`src/common/vseq_pkg.sv`:
```
// constants and types shared by the vertical region sequencer and its waveform generators
package vseq_pkg;

  // counts of the resources in the region sequencer
  localparam int NUM_REGIONS = 5;
  localparam int NUM_VOUT    = 4;
  localparam int NUM_SEQ     = 12;
  localparam int NUM_AREAS   = 8;

  // field widths
  localparam int POS_W  = 12;
  localparam int PTR_W  = 4;
  localparam int TOG_W  = 10;
  localparam int AREA_W = 3;

  typedef logic [POS_W-1:0]  pos_t;
  typedef logic [PTR_W-1:0]  ptr_t;
  typedef logic [TOG_W-1:0]  tog_t;
  typedef logic [AREA_W-1:0] area_t;

  // largest legal sequence number and region number
  localparam ptr_t  MAX_SEQ_IDX    = 4'hb;
  localparam area_t MAX_REGION_IDX = 3'h4;

  // a 12-bit line length of zero stands for the 4096-pixel maximum
  localparam int   MAX_LINE_PIXELS = 4096;
  localparam pos_t POS_ONE         = 12'h001;
  localparam tog_t TOG_ONE         = 10'h001;

  // reset values
  localparam pos_t  PIXEL_RST  = 12'h000;
  localparam pos_t  LINE_RST   = 12'h000;
  localparam pos_t  LEN_RST    = 12'h000;
  localparam area_t AREA_RST   = 3'h0;
  localparam ptr_t  SEL_RST    = 4'hf;
  localparam logic [NUM_VOUT-1:0] VCLK_RST = 4'h0;

endpackage

```
`src/common/seq_if.sv`:
```
// carrier between the region sequencer and one sequence waveform generator
`timescale 1ns/10ps
interface seq_if;
  import vseq_pkg::*;
  logic ce;
  pos_t pixel;
  pos_t start;
  logic pol;
  tog_t tog1;
  tog_t tog2;
  tog_t rep_len;
  pos_t rep;
  logic wave;

  modport ctrl (
    output ce,
    output pixel,
    output start,
    output pol,
    output tog1,
    output tog2,
    output rep_len,
    output rep,
    input  wave
  );

  modport gen (
    input  ce,
    input  pixel,
    input  start,
    input  pol,
    input  tog1,
    input  tog2,
    input  rep_len,
    input  rep,
    output wave
  );
endinterface

```
`src/design/seq_wave_gen.sv`:
```
// one pulse sequence placed at a start pixel, with repeats, for one vertical output
`timescale 1ns/10ps
module seq_wave_gen
  import vseq_pkg::*;
(
  // clock and reset
  input wire logic i_clk,
  input wire logic i_sys_rst,
  // sequence parameters and level
  seq_if.gen       bus
);

  logic started_ff;
  logic nxt_started;
  tog_t phase_ff;
  tog_t nxt_phase;
  pos_t reps_ff;
  pos_t nxt_reps;
  logic hit;
  logic running;
  tog_t ph;
  pos_t reps_now;

  always_comb begin
    hit         = (bus.pixel == bus.start);
    ph          = hit ? '0 : phase_ff;
    reps_now    = hit ? '0 : reps_ff;
    // a repeat count of zero never runs, so the level stays at the start polarity
    running     = (hit || started_ff) && (reps_now < bus.rep);
    nxt_started = started_ff;
    nxt_phase   = phase_ff;
    nxt_reps    = reps_ff;
    if (hit) begin
      nxt_started = 1'b1;
      nxt_reps    = '0;
      nxt_phase   = '0;
    end else if (bus.pixel == PIXEL_RST) begin
      nxt_started = 1'b0;
    end
    if (running) begin
      // a repeat length of zero wraps after 1024 pixels
      if (ph == tog_t'(bus.rep_len - TOG_ONE)) begin
        nxt_phase = '0;
        nxt_reps  = pos_t'(reps_now + POS_ONE);
      end else begin
        nxt_phase = tog_t'(ph + TOG_ONE);
      end
    end
    // toggles are 10-bit offsets from the start of the sequence
    bus.wave = running ? (bus.pol ^ ((ph >= bus.tog1) && (ph < bus.tog2))) : bus.pol;
  end

  always_ff @(posedge i_clk or posedge i_sys_rst) begin
    if (i_sys_rst) begin
      started_ff <= 1'b0;
      phase_ff   <= '0;
      reps_ff    <= '0;
    end else if (bus.ce) begin
      started_ff <= nxt_started;
      phase_ff   <= nxt_phase;
      reps_ff    <= nxt_reps;
    end
  end

endmodule

```
`src/design/vert_region_seq.sv`:
```
// vertical clock region sequencer: line/field counting, region areas and sequence routing to four outputs
`timescale 1ns/10ps

// Contract
// each of five regions has its own 12-bit line length, at most 4096 pixels
// every output in every region has its own 12-bit start position
// the last line of a field uses the separate final line length
// per region and output a first-line pointer picks one of twelve sequences
// a set first-line invert bit drives the selected sequence inverted
// a pointer above eleven holds the output at its invert bit level
// area boundaries are line numbers: first fixed at zero, seven programmable
// each of eight areas has a 3-bit pointer choosing one of five regions
// alternation bit set: alternate first and second settings line by line
// alternation bit clear: second-line pointers ignored, first used every line
// a set second-line invert bit inverts the second-line sequence
// gate-line enable adds a second sequence set on the sensor-gate line only
// a gate line starts with the sequences of the preceding line
// gate-line set has own start, pointer and invert per output
// repeat count zero gives constant start polarity, one gives one pulse
// toggle positions are 10-bit offsets within the sequence
// line counter restarts each field, pixel counter each line
// an area takes effect from the first pixel of its boundary line
module vert_region_seq
  import vseq_pkg::*;
(
  // clock, reset, clock enable
  input  wire logic                                    i_clk,
  input  wire logic                                    i_sys_rst,
  input  wire logic                                    i_ce,
  // field timing, from logic on the same clock
  input  wire logic                                    i_field_start,
  input  wire logic                                    i_sensor_gate_line,
  // per region settings
  input  wire pos_t  [NUM_REGIONS-1:0]                 i_region_line_length,
  input  wire pos_t  [NUM_REGIONS-1:0][NUM_VOUT-1:0]   i_output_start_position,
  input  wire ptr_t  [NUM_REGIONS-1:0][NUM_VOUT-1:0]   i_first_line_seq_select,
  input  wire logic  [NUM_REGIONS-1:0][NUM_VOUT-1:0]   i_first_line_invert,
  input  wire ptr_t  [NUM_REGIONS-1:0][NUM_VOUT-1:0]   i_second_line_seq_select,
  input  wire logic  [NUM_REGIONS-1:0][NUM_VOUT-1:0]   i_second_line_invert,
  input  wire logic  [NUM_REGIONS-1:0]                 i_line_alternate_enable,
  // field layout
  input  wire pos_t                                    i_final_line_length,
  input  wire pos_t                                    i_final_line_index,
  input  wire pos_t  [NUM_AREAS-1:1]                   i_region_change_line,
  input  wire area_t [NUM_AREAS-1:0]                   i_region_area_select,
  // sensor gate line second set
  input  wire logic                                    i_gate_line_extra_enable,
  input  wire pos_t  [NUM_VOUT-1:0]                    i_gate_line_start_pos,
  input  wire ptr_t  [NUM_VOUT-1:0]                    i_gate_line_seq_select,
  input  wire logic  [NUM_VOUT-1:0]                    i_gate_line_invert,
  // sequence pool
  input  wire logic  [NUM_SEQ-1:0]                     i_seq_start_pol,
  input  wire tog_t  [NUM_SEQ-1:0]                     i_seq_first_toggle,
  input  wire tog_t  [NUM_SEQ-1:0]                     i_seq_second_toggle,
  input  wire tog_t  [NUM_SEQ-1:0]                     i_seq_repeat_length,
  input  wire pos_t  [NUM_SEQ-1:0]                     i_seq_pulse_repeat_count,
  // vertical clocks
  output logic       [NUM_VOUT-1:0]                    o_vertical_clock_outputs,
  // status
  output logic                                         o_horizontal_line_sync,
  output pos_t                                         o_line_count,
  output pos_t                                         o_pixel_count,
  output area_t                                        o_region_area,
  output area_t                                        o_active_region,
  output logic                                         o_gate_line_active,
  output logic                                         o_alternate_phase
);

  // an out-of-range pointer holds the output at the invert level
  function automatic logic drive_level(input ptr_t sel, input logic inv, input logic wave);
    drive_level = (sel > MAX_SEQ_IDX) ? inv : (wave ^ inv);
  endfunction

  // pool index that is always legal; the wave is discarded when the pointer is out of range
  function automatic ptr_t safe_idx(input ptr_t sel);
    safe_idx = (sel > MAX_SEQ_IDX) ? '0 : sel;
  endfunction

  // counters and line state
  pos_t  pixel_ff;
  pos_t  nxt_pixel;
  pos_t  line_ff;
  pos_t  nxt_line;
  pos_t  len_ff;
  pos_t  nxt_len;
  area_t area_ff;
  area_t nxt_area;
  area_t region_ff;
  area_t nxt_region;
  logic  parity_ff;
  logic  nxt_parity;
  logic  gate_ff;
  logic  nxt_gate;
  logic  sync_ff;
  logic  nxt_sync;

  // per output selections latched at each line start except on gate lines
  ptr_t  [NUM_VOUT-1:0] sel_ff;
  ptr_t  [NUM_VOUT-1:0] nxt_sel;
  logic  [NUM_VOUT-1:0] inv_ff;
  logic  [NUM_VOUT-1:0] nxt_inv;
  pos_t  [NUM_VOUT-1:0] start_ff;
  pos_t  [NUM_VOUT-1:0] nxt_start;
  logic  [NUM_VOUT-1:0] vclk_ff;
  logic  [NUM_VOUT-1:0] nxt_vclk;

  // line boundary terms
  logic  line_end;
  logic  line_adv;
  pos_t  line_num_n;
  area_t area_n;
  area_t region_n;
  logic  parity_n;

  always_comb begin
    // a length of zero gives a 4096-pixel line
    line_end   = (pixel_ff == pos_t'(len_ff - POS_ONE));
    line_adv   = i_field_start || line_end;
    line_num_n = i_field_start ? LINE_RST : pos_t'(line_ff + POS_ONE);
    // area zero always begins at line zero; later areas begin when their line comes up
    area_n     = i_field_start ? AREA_RST : area_ff;
    for (int k = 1; k < NUM_AREAS; k++) begin
      if (!i_field_start && (i_region_change_line[k] == line_num_n)) begin
        area_n = area_t'(k);
      end
    end
    // unused pointer codes fall back to region zero
    region_n   = (i_region_area_select[area_n] > MAX_REGION_IDX) ? AREA_RST
                                                                 : i_region_area_select[area_n];
    // alternation restarts on the first line of every area
    parity_n   = (i_field_start || (area_n != area_ff)) ? 1'b0 : ~parity_ff;
  end

  always_comb begin
    nxt_pixel  = pixel_ff;
    nxt_line   = line_ff;
    nxt_len    = len_ff;
    nxt_area   = area_ff;
    nxt_region = region_ff;
    nxt_parity = parity_ff;
    nxt_gate   = gate_ff;
    nxt_sel    = sel_ff;
    nxt_inv    = inv_ff;
    nxt_start  = start_ff;
    nxt_sync   = line_adv;
    if (line_adv) begin
      nxt_pixel  = PIXEL_RST;
      nxt_line   = line_num_n;
      nxt_area   = area_n;
      nxt_region = region_n;
      nxt_parity = parity_n;
      nxt_gate   = i_sensor_gate_line && i_gate_line_extra_enable;
      if (line_num_n == i_final_line_index) begin
        nxt_len = i_final_line_length;
      end else begin
        nxt_len = i_region_line_length[region_n];
      end
      // on a gate line the first part repeats what the preceding line drove
      if (!nxt_gate) begin
        for (int o = 0; o < NUM_VOUT; o++) begin
          nxt_start[o] = i_output_start_position[region_n][o];
          if (i_line_alternate_enable[region_n] && parity_n) begin
            nxt_sel[o] = i_second_line_seq_select[region_n][o];
            nxt_inv[o] = i_second_line_invert[region_n][o];
          end else begin
            nxt_sel[o] = i_first_line_seq_select[region_n][o];
            nxt_inv[o] = i_first_line_invert[region_n][o];
          end
        end
      end
    end else begin
      nxt_pixel = pos_t'(pixel_ff + POS_ONE);
    end
  end

  always_ff @(posedge i_clk or posedge i_sys_rst) begin
    if (i_sys_rst) begin
      pixel_ff  <= PIXEL_RST;
      line_ff   <= LINE_RST;
      len_ff    <= LEN_RST;
      area_ff   <= AREA_RST;
      region_ff <= AREA_RST;
      parity_ff <= 1'b0;
      gate_ff   <= 1'b0;
      sync_ff   <= 1'b0;
      for (int o = 0; o < NUM_VOUT; o++) begin
        sel_ff[o]   <= SEL_RST;
        inv_ff[o]   <= 1'b0;
        start_ff[o] <= PIXEL_RST;
      end
    end else if (i_ce) begin
      pixel_ff  <= nxt_pixel;
      line_ff   <= nxt_line;
      len_ff    <= nxt_len;
      area_ff   <= nxt_area;
      region_ff <= nxt_region;
      parity_ff <= nxt_parity;
      gate_ff   <= nxt_gate;
      sync_ff   <= nxt_sync;
      sel_ff    <= nxt_sel;
      inv_ff    <= nxt_inv;
      start_ff  <= nxt_start;
    end
  end

  // one generator for the line set and one for the gate-line set per output
  seq_if line_bus [NUM_VOUT] ();
  seq_if gate_bus [NUM_VOUT] ();

  generate
    for (genvar o = 0; o < NUM_VOUT; o++) begin : g_vout
      ptr_t li;
      ptr_t gi;
      logic use_gate;

      assign li = safe_idx(sel_ff[o]);
      assign gi = safe_idx(i_gate_line_seq_select[o]);

      assign line_bus[o].ce      = i_ce;
      assign line_bus[o].pixel   = pixel_ff;
      assign line_bus[o].start   = start_ff[o];
      assign line_bus[o].pol     = i_seq_start_pol[li];
      assign line_bus[o].tog1    = i_seq_first_toggle[li];
      assign line_bus[o].tog2    = i_seq_second_toggle[li];
      assign line_bus[o].rep_len = i_seq_repeat_length[li];
      assign line_bus[o].rep     = i_seq_pulse_repeat_count[li];

      assign gate_bus[o].ce      = i_ce;
      assign gate_bus[o].pixel   = pixel_ff;
      assign gate_bus[o].start   = i_gate_line_start_pos[o];
      assign gate_bus[o].pol     = i_seq_start_pol[gi];
      assign gate_bus[o].tog1    = i_seq_first_toggle[gi];
      assign gate_bus[o].tog2    = i_seq_second_toggle[gi];
      assign gate_bus[o].rep_len = i_seq_repeat_length[gi];
      assign gate_bus[o].rep     = i_seq_pulse_repeat_count[gi];

      seq_wave_gen u_line_gen (
        .i_clk     (i_clk),
        .i_sys_rst (i_sys_rst),
        .bus       (line_bus[o])
      );

      seq_wave_gen u_gate_gen (
        .i_clk     (i_clk),
        .i_sys_rst (i_sys_rst),
        .bus       (gate_bus[o])
      );

      // the second set takes the output from its own start pixel to the end of the gate line
      assign use_gate = gate_ff && (pixel_ff >= i_gate_line_start_pos[o]);

      always_comb begin
        if (use_gate) begin
          nxt_vclk[o] = drive_level(i_gate_line_seq_select[o], i_gate_line_invert[o],
                                    gate_bus[o].wave);
        end else begin
          nxt_vclk[o] = drive_level(sel_ff[o], inv_ff[o], line_bus[o].wave);
        end
      end
    end
  endgenerate

  // outputs lag the pixel counter by one clock, a fixed offset for all four
  always_ff @(posedge i_clk or posedge i_sys_rst) begin
    if (i_sys_rst) begin
      vclk_ff <= VCLK_RST;
    end else if (i_ce) begin
      vclk_ff <= nxt_vclk;
    end
  end

  assign o_vertical_clock_outputs = vclk_ff;
  assign o_horizontal_line_sync   = sync_ff;
  assign o_line_count             = line_ff;
  assign o_pixel_count            = pixel_ff;
  assign o_region_area            = area_ff;
  assign o_active_region          = region_ff;
  assign o_gate_line_active       = gate_ff;
  assign o_alternate_phase        = parity_ff;

endmodule

```
`config.mk`:
```
export PLATFORM = sky130hd
export DESIGN_NAME = vert_region_seq
export DESIGN_NICKNAME = d
export VERILOG_FILES = /design/src/common/vseq_pkg.sv /design/src/common/seq_if.sv /design/src/design/seq_wave_gen.sv /design/src/design/vert_region_seq.sv
export SDC_FILE = /design/constraint.sdc
export NUM_CORES = 2
export LEC_CHECK = 0
export BUFFER_PORTS_ARGS = -buffer_cell sky130_fd_sc_hd__buf_2
export CORE_AREA = 2 2 488 490
export DETAILED_ROUTE_END_ITERATION = 7
export DIE_AREA = 0 0 490 492
export GPL_ROUTABILITY_DRIVEN = 0
export MAX_ROUTING_LAYER = met4
export PLACE_DENSITY = 0.59
export SYNTH_ARGS = -nofsm -noshare
export SYNTH_HDL_FRONTEND = slang
export SYNTH_SLANG_ARGS = --single-unit
```
`constraint.sdc`:
```
create_clock -name i_clk -period 22.3 [get_ports i_clk]
set_input_delay 1.115 -clock i_clk [delete_from_list [all_inputs] [get_ports i_clk]]
set_output_delay 1.115 -clock i_clk [all_outputs]
set_load 0.03 [all_outputs]
```
==> flow_summary_export.csv <==
group,metric,value,unit
logic_synthesis,synth_fa_ha_area_share,5.664,%
critical_path,cp.arrival,8.67,ns
logic_synthesis,yosys_register_bits,301,
timing,fin_worst_skew,0.05255,ns
timing,timing.fmax,122.9,MHz
timing,rsz0062_at_grt,"false",
pwr,leakage,34.75,nW
critical_path,worstReg2RegStart,"sel_ff[15]$_DFFE_PP1P_",
critical_path,cp_max_fo,57,
clocking,ctsRootBufferMaster,"clkbuf_16",
logic_synthesis,synth_area_per_cell,6.849,um^2
timing,slew_viol_final,1,
logic_synthesis,ys_types,99,
outcome,status,"complete, but fails checks",
placement,io_buffers,1263,
logic_synthesis,synth_mux_area_share,16.67,%
global_routing,grt.overflow.total,0,
worst_hold_path,min_from,"g_vout[0].u_line_gen.started_ff$_DFFE_PP0P_",
timing,tns,0,ns
logic_synthesis,synth_top_area_share,11.78,%
drt,wl_per_cell,31.56,um
clocking,cts_buffers,41,
drt,first_pass_iters,8,
logic_synthesis,ys.warnings.count,0,
timing,setup_viol,0,
cells_and_area,utilization,34.94,%
logic_synthesis,synth_top_area_cell,"nand2_1",
logic_synthesis,synth_compound_area_share,30.38,%
die,io_pins,1264,
clocking,ctsHoldBuffers,0,
logic_synthesis,synth_seq_area_share,10.27,%
global_routing,antenna_found_initial,158,
die,rows,179,
drt,via_count,91580,
critical_path,worstPathRequired,22.83,ns
timing,hold_viol,0,
critical_path,start_kind,"flop",
critical_path,critPathKind,"flop to flop",
clocking,cts_tree,"done",
cells_and_area,nNetsFinal,12550,
clocking,cts_setup_buffers,0,
worst_hold_path,min_path_type,"flop to flop",
drt,routed_wl,452800,um
pwr,power,0.006036,W
drt,ant_nets,0,
logic_synthesis,syn_inst,10740,
timing,period_share,36.50,%
die,coreArea,0.2363,mm^2
logic_synthesis,synth_edf_count,0,
critical_path,worst_setup_path_end_kind,"flop",
job,cap_violations,3,
logic_synthesis,synth_xor_area_share,3.901,%
timing,slew-limit-headroom,-0.4875,%
logic_synthesis,yosys-top-cells-area,"nand2_1 (12%), mux2i_1 (10%), dfrtp_1 (9.7%), a211oi_1 (6.8%), nor2b_1 (5.8%)",
clocking,numClockSinks,301,
logic_synthesis,synth_area,0.07354,mm^2
critical_path,cp-startpoint,"sel_ff[15]$_DFFE_PP1P_",
pwr,p_per_area,73.10,mW/mm^2
clocking,clkTransAtPathRegs,0.08,ns
drt,drc,8,
die,die_h,492,um
clocking,ctsResizeCount,0,
cells_and_area,design_area,0.08257,mm^2
placement,placed_area,0.08088,mm^2
global_routing,grtUsageTotal,36.62,%
logic_synthesis,synth_top_family_by_area,"compound AO/OA/AOI/OAI gates",
drt,avgViaCountPerCell,6.383,
timing,worst_pin_slew,1.492,ns
global_routing,grt_max_degree,153,
clocking,cts-htree-levels,2,
timing,post-route-min-period,8.140,ns
global_routing,first_global_vias,80840,
die,die_w,490,um
cells_and_area,area_delta_synth_final,12.28,%
die,initial_core_util,31.12,%
die,die_area,0.2411,mm^2
clocking,cts_buffer_depth,3,
cells_and_area,drive_gt1_share,17.85,%
global_routing,grt_pass1_wl,630500,um
critical_path,r2r_slack,14.16,ns
logic_synthesis,postSynth.asyncResetShare,100.0,%
logic_synthesis,synth-simple-area-share,25.01,%
logic_synthesis,syn_nets,12280,
clocking,insertion_delay,0.65,ns
placement,dpl.hpwl,344100,um
outcome,violations,"design-rule violations, max-capacitance violations, max-slew violations",
drt,drtIter0Drc,14400,
pwr,ir_worst_vdd,0.06505,mV
logic_synthesis,synthFlopType,"dfrtp_1",
per-layer routing:
layer  track usage (%)  share of wire [%]  wire length (um)
met1             42.54                 36            161800
met2             52.68                 42            188000
met3             12.07                 13             60970
met4             26.34                9.3             41940
met5                 -                  0                 0
final cells by class:
class	instances	area (um^2)
timing repair buffer	1472	8173
clock inverter	12	145.1
antenna	148	370.4
clock buffer	58	1160
tap	3167	3963
inverter	205	780.7
multi-input combinational	8984	60390
fill	25610	153700
sequential	301	7586
synthesized netlist by cell type (all sizes together) (155+ instances only):
library cell,n
a31oi,472
o21ai,364
mux2i,761
clkbuf,920
ha,316
mux2,243
a211oi,667
nor2b,685
nor2,295
dfrtp,285
xnor2,155
buf,327
inv,203
nand2,2307
xor2,169
a311oi,261
a221oi,217
a21oi,627
placed cells by master (no fill, tap or decap), types with 70 or more instances in the layout:
| cell type | instances |
|---|---|
| nand2_1 | 2306 |
| mux4_2 | 84 |
| a21o_1 | 90 |
| a211oi_1 | 667 |
| a311oi_1 | 261 |
| a221oi_1 | 217 |
| xor2_1 | 169 |
| dfrtp_1 | 285 |
| and2_1 | 128 |
| nand4_1 | 70 |
| mux2_2 | 243 |
| buf_2 | 1251 |
| nor3_1 | 86 |
| xnor2_1 | 154 |
| inv_1 | 196 |
| mux2i_1 | 758 |
| buf_4 | 196 |
| nor2_1 | 294 |
| a21oi_1 | 624 |
| diode_2 | 148 |
| o21ai_0 | 319 |
| ha_1 | 316 |
| nor2b_1 | 684 |
| nand3_1 | 119 |
| a31oi_1 | 471 |
logic make-up (layout without fill, tap and decap cells):
kind of cell               after synthesis  count (layout)
buffers and inverters                 1452            1747
adders and majority gates              337             337
muxes                                 1088            1088
AOI/OAI and AO/OA                     3242            3242
and+or+nand+nor                       3992            3992
other                                    0             148
DFF                                    301             301
xor gates and xnor gates               325             325
metrics by stage:
stage / setup slack, ns / instances / hold WS [ns]
4_1_cts: 14.53 / 14200 / 0.4728
6_report: 14.16 / 14350 / 0.4774
3_3_place_gp: 14.14 / 14130 / 0.4529
2_1_floorplan: 12.89 / 10740 / 0.4377
3_5_place_dp: 14.05 / 14130 / 0.4598
5_1_grt: 14.03 / 14330 / 0.4853
worst paths after layout:
check | end | depth (start not counted)
max reg2reg | o_vertical_clock_outputs[3]$_DFFE_PP0P_ | 20
max | o_vertical_clock_outputs[3]$_DFFE_PP0P_ | 20
min | g_vout[0].u_line_gen.started_ff$_DFFE_PP0P_ | 2
min reg2reg | g_vout[0].u_line_gen.started_ff$_DFFE_PP0P_ | 2
max in group asynchronous | g_vout[3].u_line_gen.phase_ff[0]$_DFFE_PP0P_ | 3
min in group asynchronous | o_active_region[1]$_DFFE_PP0P_ | 2
flip-flops by register name (all words and copies together) (netlist names):
| name | count |
|---|---|
| g_vout.u_gate_gen.phase_ff | 40 |
| g_vout.u_gate_gen.reps_ff | 48 |
| g_vout.u_gate_gen.started_ff | 4 |
| g_vout.u_line_gen.phase_ff | 40 |
| g_vout.u_line_gen.reps_ff | 48 |
| g_vout.u_line_gen.started_ff | 4 |
| inv_ff | 4 |
| len_ff | 12 |
| line_bus.start | 48 |
| o_active_region | 3 |
| o_alternate_phase | 1 |
| o_gate_line_active | 1 |
| o_horizontal_line_sync | 1 |
| o_line_count | 12 |
| o_pixel_count | 12 |
| o_region_area | 3 |
| o_vertical_clock_outputs | 4 |
| sel_ff | 16 |
critical path, cell delays in order (launching register included):
cell       delay (ns)
dfstp_2          0.53
buf_4            0.39
a21bo_4          0.70
buf_4            0.61
buf_4            0.61
buf_4            0.59
a31oi_1          0.20
mux2_2           0.30
a21oi_1          0.46
ha_1             0.34
and4_1           0.21
a21oi_1          0.15
o211ai_1         0.09
a31oi_1          0.57
o21ai_1          0.43
a2111oi_1        0.51
buf_4            0.24
xor2_1           0.20
mux2i_1          0.20
a2111oi_0        0.11
a311o_1          0.35
power breakdown:
part	switching [W]	internal (W)
clock	0.000316	0.000377
combinational	0.00304	0.00153
sequential	0.000156	0.000614
Power figures use the tool's default switching activity.
